==> config.mk <==
export PLATFORM = sky130hd
export DESIGN_NAME = pll_status_control_regs
export DESIGN_NICKNAME = d
export VERILOG_FILES = /design/src/design/pll_regs_pkg.sv /design/src/design/pll_status_control_regs.sv
export SDC_FILE = /design/constraint.sdc
export NUM_CORES = 1
export LEC_CHECK = 0
export BUFFER_PORTS_ARGS = -buffer_cell sky130_fd_sc_hd__buf_2
export CORE_MARGIN = 3
export CORE_UTILIZATION = 50
export DETAILED_ROUTE_END_ITERATION = 7
export GPL_ROUTABILITY_DRIVEN = 0
export PLACE_DENSITY = 0.82
export REMOVE_ABC_BUFFERS = 1
export SLEW_MARGIN = 30
export SYNTH_ARGS = -nofsm -noshare
export SYNTH_HDL_FRONTEND = slang
export SYNTH_SLANG_ARGS = --single-unit
==> constraint.sdc <==
create_clock -name ref_clk -period 2.45 [get_ports ref_clk]
set_input_delay 0.245 -clock ref_clk [delete_from_list [all_inputs] [get_ports ref_clk]]
set_output_delay 0.245 -clock ref_clk [all_outputs]
set_load 0.01 [all_outputs]
==> src/design/pll_regs_pkg.sv <==
// Package of register offsets, field positions, reset values and codes for the PLL register block.
package pll_regs_pkg;

   // ----------------------------------------------------------------
   // Register word indices
   // ----------------------------------------------------------------
   localparam logic [1:0] PLL_STATUS_IDX         = 2'h0;
   localparam logic [1:0] PLL_CONTROL_IDX        = 2'h1;
   localparam logic [1:0] PHASE_STEP_CONTROL_IDX = 2'h2;
   localparam int         ADDR_W                 = 2;

   // ----------------------------------------------------------------
   // Register widths of the two variants
   // ----------------------------------------------------------------
   localparam int FULL_DATA_W    = 32;
   localparam int REDUCED_DATA_W = 16;

   // ----------------------------------------------------------------
   // Field positions
   // ----------------------------------------------------------------
   localparam int LOCK_BIT      = 0;
   localparam int DONE_BIT      = 1;
   localparam int RESET_BIT     = 0;
   localparam int PFD_BIT       = 1;
   localparam int SEL_LSB       = 0;
   localparam int SEL_W         = 9;
   localparam int STEP_LSB      = 30;
   localparam int STEP_W        = 2;

   // ----------------------------------------------------------------
   // Reset values
   // ----------------------------------------------------------------
   localparam logic       LOCK_RST    = 1'b1;
   localparam logic       DONE_RST    = 1'b0;
   localparam logic       RESET_RST   = 1'b0;
   localparam logic       PFD_RST     = 1'b1;
   localparam logic [8:0] SEL_RST     = 9'h000;
   localparam logic [1:0] STEP_RST    = 2'h0;

   // ----------------------------------------------------------------
   // Step codes and counter-select codes
   // ----------------------------------------------------------------
   localparam logic [1:0] STEP_UP   = 2'h1;
   localparam logic [1:0] STEP_DOWN = 2'h2;
   localparam logic [8:0] SEL_ALL_OUT  = 9'h000;
   localparam logic [8:0] SEL_FEEDBACK = 9'h001;
   localparam logic [8:0] SEL_OUT_BASE = 9'h100;
   localparam int         NUM_OUT_CNT  = 10;
   localparam int         MASK_W       = NUM_OUT_CNT + 1;

endpackage : pll_regs_pkg

==> src/design/pll_status_control_regs.sv <==
// Register front end that reports PLL status and drives PLL reset, detector enable and phase steps.
//
// Notes on behaviour
// - Registers are 32 or 16 bits wide.
// - Reduced variant maps only selected bits.
// - Writing status register changes nothing.
// - Status bit 0 shows lock, resets 1.
// - Status bit 1 synchronised shift-done, resets 0.
// - Raw lock and done also exported.
// - Control register reads back written bits.
// - Control bit 0 requests PLL reset.
// - PLL reset request drives only the PLL reset pin.
// - Control bit 1 enables detector, resets 1.
// - Phase register bits 8:0 select counter.
// - Step field: 01 up, 10 down.
// - Phase stepping exists in full variant only.
// - Select codes: all outputs, feedback, outputs 0-9.
`timescale 1ns/10ps
`default_nettype none

module pll_status_control_regs
   import pll_regs_pkg::*;
#(
   parameter bit FULL_VARIANT = 1'b1,
   parameter bit LOCK_MAPPED  = 1'b1,
   parameter bit DONE_MAPPED  = 1'b1,
   parameter bit RESET_MAPPED = 1'b1,
   parameter bit PFD_MAPPED   = 1'b1,
   parameter int DATA_W       = FULL_VARIANT ? pll_regs_pkg::FULL_DATA_W
                                             : pll_regs_pkg::REDUCED_DATA_W
) (
   input  wire  logic                               ref_clk,
   input  wire  logic                               rst,
   input  wire  logic [pll_regs_pkg::ADDR_W-1:0]    address,
   input  wire  logic                               read,
   input  wire  logic                               write,
   input  wire  logic [DATA_W-1:0]                  writeData,
   output var   logic [DATA_W-1:0]                  readData_r,
   output var   logic                               readValid_r,
   input  wire  logic                               pllLocked,
   input  wire  logic                               pllShiftDone,
   input  wire  logic                               extResetReq,
   input  wire  logic                               extPfdEnable,
   output wire  logic                               lockedConduit,
   output wire  logic                               shiftDoneConduit,
   output var   logic                               pllReset_r,
   output var   logic                               pfdEnable_r,
   output var   logic                               phaseStep_r,
   output var   logic                               phaseUp_r,
   output var   logic [pll_regs_pkg::SEL_W-1:0]     stepSel_r,
   output var   logic [pll_regs_pkg::MASK_W-1:0]    stepMask_r
);
   import pll_regs_pkg::*;

   // ----------------------------------------------------------------
   // Declarations
   // ----------------------------------------------------------------
   logic              lockMeta_r;
   logic              lockSync_r;
   logic              doneMeta_r;
   logic              doneSync_r;
   logic              extRstMeta_r;
   logic              extRstSync_r;
   logic              extPfdMeta_r;
   logic              extPfdSync_r;
   logic              resetBit_r;
   logic              pfdBit_r;
   logic [SEL_W-1:0]  selField_r;
   logic [STEP_W-1:0] stepField_r;
   logic [31:0]       wrWord;
   logic [31:0]       rdWord;
   logic              wrControl;
   logic              wrPhase;
   logic              stepReq;
   logic [MASK_W-1:0] maskNxt;
   logic              resetNxt;
   logic              pfdNxt;

   // ----------------------------------------------------------------
   // Raw conduits
   // ----------------------------------------------------------------
   // These bypass the synchronisers on purpose; users in other domains sync them themselves.
   assign lockedConduit    = pllLocked;
   assign shiftDoneConduit = pllShiftDone;

   // ----------------------------------------------------------------
   // Synchronisers
   // ----------------------------------------------------------------
   // PLL outputs and exported control pins are asynchronous, so each passes two stages.
   always_ff @(posedge ref_clk) begin
      if (rst) begin
         lockMeta_r   <= LOCK_RST;
         lockSync_r   <= LOCK_RST;
         doneMeta_r   <= DONE_RST;
         doneSync_r   <= DONE_RST;
         extRstMeta_r <= RESET_RST;
         extRstSync_r <= RESET_RST;
         extPfdMeta_r <= PFD_RST;
         extPfdSync_r <= PFD_RST;
      end else begin
         lockMeta_r   <= pllLocked;
         lockSync_r   <= lockMeta_r;
         doneMeta_r   <= pllShiftDone;
         doneSync_r   <= doneMeta_r;
         extRstMeta_r <= extResetReq;
         extRstSync_r <= extRstMeta_r;
         extPfdMeta_r <= extPfdEnable;
         extPfdSync_r <= extPfdMeta_r;
      end
   end

   // ----------------------------------------------------------------
   // Write decode
   // ----------------------------------------------------------------
   // The status index has no write strobe at all, so status writes are inert.
   assign wrWord    = 32'(writeData);
   assign wrControl = write && (address == PLL_CONTROL_IDX);
   assign wrPhase   = write && (address == PHASE_STEP_CONTROL_IDX) && FULL_VARIANT;
   assign stepReq   = wrPhase && ((wrWord[STEP_LSB +: STEP_W] == STEP_UP) ||
                                  (wrWord[STEP_LSB +: STEP_W] == STEP_DOWN));

   // ----------------------------------------------------------------
   // Control and phase registers
   // ----------------------------------------------------------------
   // In the reduced variant an unmapped bit is never stored; its pin drives the PLL instead.
   always_ff @(posedge ref_clk) begin
      if (rst) begin
         resetBit_r  <= RESET_RST;
         pfdBit_r    <= PFD_RST;
         selField_r  <= SEL_RST;
         stepField_r <= STEP_RST;
      end else begin
         if (wrControl && (FULL_VARIANT || RESET_MAPPED)) begin
            resetBit_r <= wrWord[RESET_BIT];
         end
         if (wrControl && (FULL_VARIANT || PFD_MAPPED)) begin
            pfdBit_r <= wrWord[PFD_BIT];
         end
         if (wrPhase) begin
            selField_r  <= wrWord[SEL_LSB +: SEL_W];
            stepField_r <= wrWord[STEP_LSB +: STEP_W];
         end
      end
   end

   // ----------------------------------------------------------------
   // PLL control drive
   // ----------------------------------------------------------------
   assign resetNxt = (FULL_VARIANT || RESET_MAPPED) ? resetBit_r : extRstSync_r;
   assign pfdNxt   = (FULL_VARIANT || PFD_MAPPED)   ? pfdBit_r   : extPfdSync_r;

   always_ff @(posedge ref_clk) begin
      if (rst) begin
         pllReset_r  <= RESET_RST;
         pfdEnable_r <= PFD_RST;
      end else begin
         pllReset_r  <= resetNxt;
         pfdEnable_r <= pfdNxt;
      end
   end

   // ----------------------------------------------------------------
   // Counter select decode
   // ----------------------------------------------------------------
   // Bits 0..9 are output counters, the top bit the feedback counter; undefined codes step none.
   genvar gi;
   generate
      for (gi = 0; gi < NUM_OUT_CNT; gi++) begin : g_out_sel
         assign maskNxt[gi] = (wrWord[SEL_LSB +: SEL_W] == SEL_ALL_OUT) ||
                              (wrWord[SEL_LSB +: SEL_W] == (SEL_OUT_BASE + 9'(gi)));
      end
   endgenerate
   assign maskNxt[NUM_OUT_CNT] = (wrWord[SEL_LSB +: SEL_W] == SEL_FEEDBACK);

   // ----------------------------------------------------------------
   // Phase step request
   // ----------------------------------------------------------------
   // One pulse per accepted write; a no-op code leaves the port idle.
   always_ff @(posedge ref_clk) begin
      if (rst) begin
         phaseStep_r <= 1'b0;
         phaseUp_r   <= 1'b0;
         stepSel_r   <= SEL_RST;
         stepMask_r  <= '0;
      end else begin
         phaseStep_r <= stepReq;
         if (stepReq) begin
            phaseUp_r  <= (wrWord[STEP_LSB +: STEP_W] == STEP_UP);
            stepSel_r  <= wrWord[SEL_LSB +: SEL_W];
            stepMask_r <= maskNxt;
         end
      end
   end

   // ----------------------------------------------------------------
   // Read path
   // ----------------------------------------------------------------
   // Reserved and unmapped bits read as zero; index 3 reads all zero.
   always_comb begin
      rdWord = 32'h0000_0000;
      case (address)
         PLL_STATUS_IDX: begin
            rdWord[LOCK_BIT] = lockSync_r & (FULL_VARIANT | LOCK_MAPPED);
            rdWord[DONE_BIT] = doneSync_r & (FULL_VARIANT | DONE_MAPPED);
         end
         PLL_CONTROL_IDX: begin
            rdWord[RESET_BIT] = resetBit_r & (FULL_VARIANT | RESET_MAPPED);
            rdWord[PFD_BIT]   = pfdBit_r & (FULL_VARIANT | PFD_MAPPED);
         end
         PHASE_STEP_CONTROL_IDX: begin
            if (FULL_VARIANT) begin
               rdWord[SEL_LSB +: SEL_W]   = selField_r;
               rdWord[STEP_LSB +: STEP_W] = stepField_r;
            end
         end
         default: rdWord = 32'h0000_0000;
      endcase
   end

   always_ff @(posedge ref_clk) begin
      if (rst) begin
         readData_r  <= '0;
         readValid_r <= 1'b0;
      end else begin
         readValid_r <= read;
         if (read) begin
            readData_r <= rdWord[DATA_W-1:0];
         end
      end
   end
endmodule // pll_status_control_regs

`default_nettype wire

==> summary.md, run 1 <==
| Metric | Value |
|---|---|
| Outcome | complete, no violations |
| Synth Register Bits | between 50 and 60 |
| Seq/Total Area, Yosys | 47.94% |
| Post-route insts no fill | around 350 |
| Slowest stage delay, CP | slightly below 0.6 ns |
| Worst VDD drop | approximately 0.48 mV |
| RSZ-0062 raised after global routing | no |
| Largest net degree at the start of global routing | 54 |
| Final WL | around 4600 um |
| Cts hold-fix bufs | 0 |
| Setup tns final | 0 ns |
| CTS Sinks | between 50 and 60 |
| Area growth syn-to-layout | 12.32% |
| CTS tree | yes |
| Nets@finish | 342 |
| # placed instances | approximately 340 |
| Reg2reg start | selField_r[0] |
| Initial antenna violation count | 0 |
| Vias in the first global route | between 1,500 and 2,000 |
| H-tree depth | 2 |
| Slew at the pin closest to its max-slew limit | roughly 0.9 ns |
| Min Hold Slack | between 0.1 and 0.15 ns |
| Fmax | between 700 and 800 MHz |
| Via density | roughly 5 |
| Diodes inserted | 0 |
| IO buf count | 56 |
| LEAKAGE | 1.155 nW |
| CTS Buf Count | 5 |
| R2r setup slk | roughly 1.6 ns |
| Die Span Y | between 70 and 80 um |
| Pwr dens | 615.9 mW/mm2 |
| Main area contributors after synthesis | dfxtp_1 48%, buf_4 7.8%, nor2_1 6.4% |
| Placement Rows | 23 |
| Critical Path End Type | register |
| CP Cell Sequence | buf_2, ha_1, nor2_2, o211ai_1, a21oi_1 |
| Clk Tree Root Cell | clkbuf_8 |
| Residual DRC | 0 |
| Die width | between 70 and 80 um |
| Final Hold Vio Count | 0 |
| Total of max-cap violations | 0 |
| Setup Fix Bufs, Post-CTS | 0 |
| Post-Synthesis Cells | between 200 and 300 |
| Final min period | roughly 1.4 ns |
| Layout cells sized above 1 | about a quarter |
| Die footprint | 0.005261 mm2 |
| Routed len/inst | between 10 and 15 um |
| Worst hold start | pllLocked |
| Pre-antenna DRT Iters | 4 |
| Worst clock skew | around 0.004 ns |
| Gr ovfl total | 0 |
| Hold depth | 2 |
| Hold endpoint | lockMeta_r |
| Starting Density | between 50% and 60% |
| Top cell type's share of synthesized area | ~48% |
| Synth area leader | dfxtp_1 |
| Post-CTS resize count | 0 |
| Slew margin rel. | approximately two fifths |
| Period Utilization, post-route | 56.30% |
| Via count | 1,761 |
| Post-synth EDFFs | 0 |
| Core box area | 0.004144 mm2 |
| I/O pins | just over 100 |
| # setup viols final | 0 |
| Prevailing post-synth register cell | dfxtp_1 |
| Capture point of the worst reg-to-reg path | readData_r[0] |
| CP arrival | roughly 1.6 ns |
| WP data required | 2.68 ns |
| Ys Warns | 0 |
| Final max-slew violation count | 0 |
| Syn_area_per_cell | 8.680 um2 |
| Synth top cells by count | 53 x dfxtp_1, 38 x nor2_1, 28 x a21oi_1, 28 x nand2_1, 23 x buf_4 |
| Total power | between 1.5 and 2 mW |
| Worst hold-check path type | input port to register |
| Worst Path Max Fanout | 18 |
| Count leader, synth | dfxtp_1 |
| Number of nets with antenna violations after routing | 0 |
| Drt initial violations | 67 |
| Reg2Reg Depth | 4 |
| Max clock buf depth | 2 |
| First-pass GRT wire length | just over 7000 um |
| Critical path type | input port to register |
| CP max-delay cell | nor2_2 |
| Synthesized area | 0.002213 mm2 |
| Synth cell types | 36 |
| HPWL Detailed | around 3200 um |
| Worst skew pair latency | slightly above 0.3 ns |
| Clock Pin Slew Worst Setup and Hold Paths | 0.08 ns |
| Post-synthesis async set-or-reset flop share | 0% |
| Tot GR Track Use | approximately 17% |
| CP startpoint kind | input port |
## power by group
group / internal, mW / switching (mW)
Clock: 0.225 / 0.265
Combinational: 0.0506 / 0.0992
Sequential: 0.882 / 0.00920
## flip-flops by register name, indices dropped and copies added, names as in the netlist
name,cells
stepField_r,2
readData_r,11
lockMeta_r,1
pfdBit_r,1
readValid_r,1
stepMask_r,11
pllReset_r,1
pfdEnable_r,1
phaseStep_r,1
lockSync_r,1
selField_r,9
stepSel_r,9
doneMeta_r,1
phaseUp_r,1
resetBit_r,1
doneSync_r,1
## routing by layer
layer	vias to the layer above	track usage (%)	share of wire, %
met3	6	6.648	8.5
met5	-	0	0
li1	884	-	-
met2	68	28.56	46
met4	0	5.123	1.0
met1	803	20.83	44
## cell families (layout without fill, tap and decap cells)
logic type / Yosys count / count (layout) / synth area share, %
flops: 53 / 53 / 47.94
mux: 13 / 13 / 5.879
buf+inv: 42 / 66 / 11.31
compound gates: 40 / 40 / 10.63
xor+xnor: 3 / 3 / 1.187
fa+ha+maj: 1 / 1 / 0.5652
other cells: 1 / 21 / 0.1694
simple gates: 102 / 102 / 22.33
## cell usage in the layout (no fill, tap or decap)
| cell | synthesis | final |
|---|---|---|
| and3_1 | 1 | 1 |
| a32oi_1 | 1 | 1 |
| o21bai_1 | 1 | 1 |
| a21oi_2 | 1 | 1 |
| a211oi_2 | 1 | 1 |
| or4_4 | 1 | 1 |
| nand2_1 | 28 | 28 |
| nor2_1 | 38 | 38 |
| nor3b_2 | 1 | 1 |
| buf_4 | 23 | 2 |
| ha_1 | 1 | 1 |
| nand4b_1 | 2 | 2 |
| o211ai_1 | 1 | 1 |
| or2_2 | 3 | 3 |
| a21oi_1 | 28 | 28 |
| o21ai_0 | 1 | 1 |
| conb_1 | 1 | 21 |
| nand4bb_1 | 1 | 1 |
| a211oi_1 | 5 | 5 |
| nor2b_1 | 14 | 14 |
| nor3_2 | 1 | 1 |
| nand3_1 | 3 | 3 |
| mux2i_1 | 13 | 13 |
| and3b_1 | 1 | 1 |
| inv_1 | 1 | 1 |
| dfxtp_1 | 53 | 53 |
| nor4_1 | 2 | 2 |
| nor3_1 | 3 | 3 |
| clkbuf_1 | 13 | 1 |
| xnor2_1 | 1 | 1 |
| a22oi_1 | 1 | 1 |
| xor2_1 | 2 | 2 |
| nand3b_1 | 1 | 1 |
| nor2_2 | 1 | 1 |
| nand4_1 | 1 | 1 |
| clkbuf_8 | 0 | 6 |
| buf_2 | 5 | 56 |
## worst max path at each step
| stage | end | from |
|---|---|---|
| CTS | stepMask_r[5] | writeData[4] |
| global placement | stepMask_r[9] | writeData[4] |
| global route | stepMask_r[4] | writeData[31] |
| floorplan | stepMask_r[3] | writeData[31] |
| detailed placement | stepMask_r[4] | writeData[31] |
| finish | stepMask_r[4] | writeData[30] |
## per-stage QoR
step	util (%)	cell area [um2]	setup slack, ns
2_1_floorplan	-	2042	0.5236
3_3_place_gp	57.91	2400	0.7929
3_5_place_dp	57.91	2400	0.7529
4_1_cts	59.99	2486	1.093
5_1_grt	59.99	2486	0.9538
6_report	59.99	2486	1.071
## critical path: cells and delay by family
kind / cells / cell delay, ns
adders and majority gates: 1 / 0.30
AOI/OAI and AO/OA: 2 / 0.36
and+or+nand+nor: 1 / 0.58
buffers and inverters: 1 / 0.11
## area by class of cell
type	count	area, um2
Fill cell	390	1658
Sequential cell	53	1061
Multi-Input combinational cell	180	977.2
Timing Repair Buffer	58	295.3
Clock buffer	7	86.33
Tap cell	50	62.56
Inverter	1	3.754
Note: power is estimated with default switching activity, not from simulation.
==> run 2: changes to the inputs <==
Settings changed: ABC_AREA from default to 1, CORE_UTILIZATION 50 to 42, PLACE_DENSITY 0.82 to 0.72.
Clock period 2.45 ns to 1.2 ns, I/O delays scaled along.
==> run 2 against run 1 <==
- non-clock buffer count grew 11
- combinational power grew to 2.6 times the previous value
- die area is 20% higher
- global-route usage down 1.8 points
- power rose by 120%
- synthesized cell count is 20% higher
- worst setup slack got worse by 0.91 ns
- clock power grew 120%
- design area rose by 8.3%
- first-iteration DRC count is 27% higher
- cell count rose by 25%
==> summary.md, run 2 <==
| Metric | Value |
|---|---|
| Max clock buf depth | 2 (unchanged) |
| Prevailing post-synth register cell | dfxtp_1 |
| Die Span Y | 79.45 um (+9.5%) |
| CP max-delay cell | dlygate4sd3_1 |
| CP startpoint kind | input port |
| Die footprint | 0.006312 mm2 (+20%) |
| Slowest stage delay, CP | 0.54 ns (-0.04 ns) |
| Setup WS post-layout | 0.1622 ns (-0.9086 ns) |
| Final max-slew violation count | 0 (unchanged) |
| Post-CTS resize count | 0 (unchanged) |
| Total power | 3.315 mW (+120%) |
| CP arrival | 0.92 ns (-0.69 ns) |
| Synth Register Bits | 53 (unchanged) |
| Total of max-cap violations | 0 (unchanged) |
| Main area contributors after synthesis | dfxtp_1 47%, nand2_1 9.6%, buf_4 8.6% |
| Synth cell types | 26 (-28%) |
| I/O pins | 101 (unchanged) |
| First-pass GRT wire length | 7797 um (+10%) |
| Critical Path End Type | output pin |
| Via density | 4.465 (-12%) |
| R2r setup slk | 0.45 ns (-1.10 ns) |
| CP Cell Sequence | dlygate4sd3_1, buf_2, buf_2 |
| Worst skew pair latency | 0.32 ns (about the same) |
| Layout cells sized above 1 | 23.43% (-0.98 points) |
| CTS Buf Count | 5 (unchanged) |
| Clock Pin Slew Worst Setup and Hold Paths | 0.09 ns (about the same) |
| Die width | 79.45 um (+9.5%) |
| Worst VDD drop | 0.4650 mV (-3.0%) |
| Vias in the first global route | 1,761 (+14%) |
| Commonest cells after routing, fill and taps aside | 58 x nand2_1, 56 x buf_2, 53 x dfxtp_1 |
| Complex-gate fraction of the synthesized area | 12.48% (+1.9 points) |
| WP data required | 1.08 ns (-1.60 ns) |
| Worst clock skew | 0.006879 ns (+0.002814 ns) |
| IO buf count | 56 (unchanged) |
| Via count | 1,951 (+11%) |
| LEAKAGE | 1.342 nW (+16%) |
| Worst Path Max Fanout | 2 (-16) |
| Placement Rows | 26 (+13%) |
| Setup Fix Bufs, Post-CTS | 0 (unchanged) |
| Post-Synth Adder-Cell Area | 0.5522% (-0.013 points) |
| Clk Tree Root Cell | clkbuf_8 |
| Worst hold-check path type | input port to register |
| Largest net degree at the start of global routing | 31 (-43%) |
| Post-synth EDFFs | 0 (unchanged) |
| Multiplexer share of the synthesized area | 0% (-5.9 points) |
| Setup tns final | 0 ns (unchanged) |
| Final Hold Vio Count | 0 (unchanged) |
| CTS Sinks | 53 (unchanged) |
| Synthesized area | 0.002266 mm2 (+2.4%) |
| Final WL | 4672 um (+1.7%) |
| Fmax | between 900 and 1000 MHz |
| Starting Density | 43.81% (-9.6 points) |
| Number of nets with antenna violations after routing | 0 (unchanged) |
| Gr ovfl total | 0 (unchanged) |
| Drt initial violations | 85 (+27%) |
| Pwr dens | 1232 mW/mm2 (+100%) |
| Top cell type's share of synthesized area | 46.82% (-1.1 points) |
| Initial antenna violation count | 0 (unchanged) |
| CTS tree | yes |
| Placement Setup Slack | -0.09701 ns (-0.8499 ns) |
| Nets@finish | 409 (+20%) |
| Synth area leader | dfxtp_1 |
| Count leader, synth | nand2_1 |
| Cts hold-fix bufs | 1 (+1) |
| Syn_area_per_cell | 7.429 um2 (-14%) |
| Tot GR Track Use | 15.47% (-1.8 points) |
| Commonest non-fill, non-tap cell in the layout | nand2_1 |
| Residual DRC | 0 (unchanged) |
| RSZ-0062 raised after global routing | no |
| H-tree depth | 2 (unchanged) |
| Synth Area in Simple Gates | 24.46% (+2.1 points) |
| # setup viols final | 0 (unchanged) |
| Ys Warns | 0 (unchanged) |
| Area growth syn-to-layout | 18.77% |
| Core box area | 0.005172 mm2 (+25%) |
| Period Utilization, post-route | ~86% |
| Fillers | 524 (+34%) |
| Regs by FF count | readData_r: 11 flops, stepMask_r: 11 flops |
| Critical path type | input port to output pin |
| Synth top cells by count | 58 x nand2_1, 53 x dfxtp_1, 40 x nor2_1, 29 x a21oi_1, 28 x inv_1 |
| Routed len/inst | 10.69 um (-19%) |
| Outcome | complete, no violations |
| HPWL Detailed | 3560 um (+10%) |
| Diodes inserted | 0 (unchanged) |
| Seq/Total Area, Yosys | 46.82% (-1.1 points) |
| Post-Synthesis Cells | 305 (+20%) |
| Pre-antenna DRT Iters | 4 (unchanged) |
| Combinational family with the most area after synthesis | simple AND/OR/NAND/NOR gates |
| Post-synthesis async set-or-reset flop share | 0% (unchanged) |
| Final min period | 1.038 ns |
| Min Hold Slack | 0.01275 ns (-0.1195 ns) |
| Most used cell, CP | buf_2 |
| XOR/XNOR share of the synthesized area | 0% (-1.2 points) |
[run 2: cell types whose count changed in the layout (fill, tap and decap cells not counted), moves of 5 or more]
cell | before | now
a211oi_1 | 5 | 0
nor2b_1 | 14 | 0
buf_4 | 2 | 10
mux2i_1 | 13 | 0
o21ai_0 | 1 | 24
nand3_1 | 3 | 21
nand2_1 | 28 | 58
inv_1 | 1 | 28
[run 2: per-layer routing]
layer | share of wire [%] | up-vias | global-route usage (%)
li1 | - | 1041 | -
met1 | 46 | 857 | 18.83
met2 | 47 | 47 | 26.13
met3 | 5.8 | 6 | 4.740
met4 | 1.1 | 0 | 4.639
met5 | 0 | - | 0
[run 2: cell type report]
| cell class | count | area, um2 | area share (%) |
|---|---|---|---|
| Timing Repair Buffer | 69 | 405.4 | 15.06 |
| Clock inverter | 3 | 26.28 | 0.9763 |
| Inverter | 30 | 113.9 | 4.231 |
| Tap cell | 70 | 87.58 | 3.254 |
| Clock buffer | 5 | 68.82 | 2.557 |
| Multi-Input combinational cell | 207 | 928.4 | 34.50 |
| Sequential cell | 53 | 1061 | 39.42 |
[run 2: worst paths after layout]
kind,startpoint,to,depth (start not counted)
worst max-delay path,pllLocked,lockedConduit,3
worst min-delay path,pllShiftDone,doneMeta_r,3
worst max register to register,pfdBit_r,readData_r[1],4
worst min register to register,doneMeta_r,doneSync_r,2
[run 2: logic make-up after synthesis]
logic type	Yosys count
AOI/OAI and AO/OA	56
adders and majority gates	1
buffers and inverters	65
DFF	53
other	1
and+or+nand+nor	129
[run 2: power by group]
group          total [mW]  internal (mW)  switching [mW]
clock network        1.06          0.426           0.632
logic               0.397          0.150           0.247
registers            1.86           1.83          0.0292
total                3.32           2.41           0.908
[run 2: worst max-delay path: cells and delay by family]
family   cells  cell delay, ns
buf+inv      3            0.80
[run 2: stage by stage]
step	std cells	util, %	instance area [um2]
floorplan	290	-	2103
detailed placement	428	50.00	2586
CTS	437	52.03	2691
global route	437	52.03	2691
global placement	428	50.00	2586
finish	437	52.03	2691
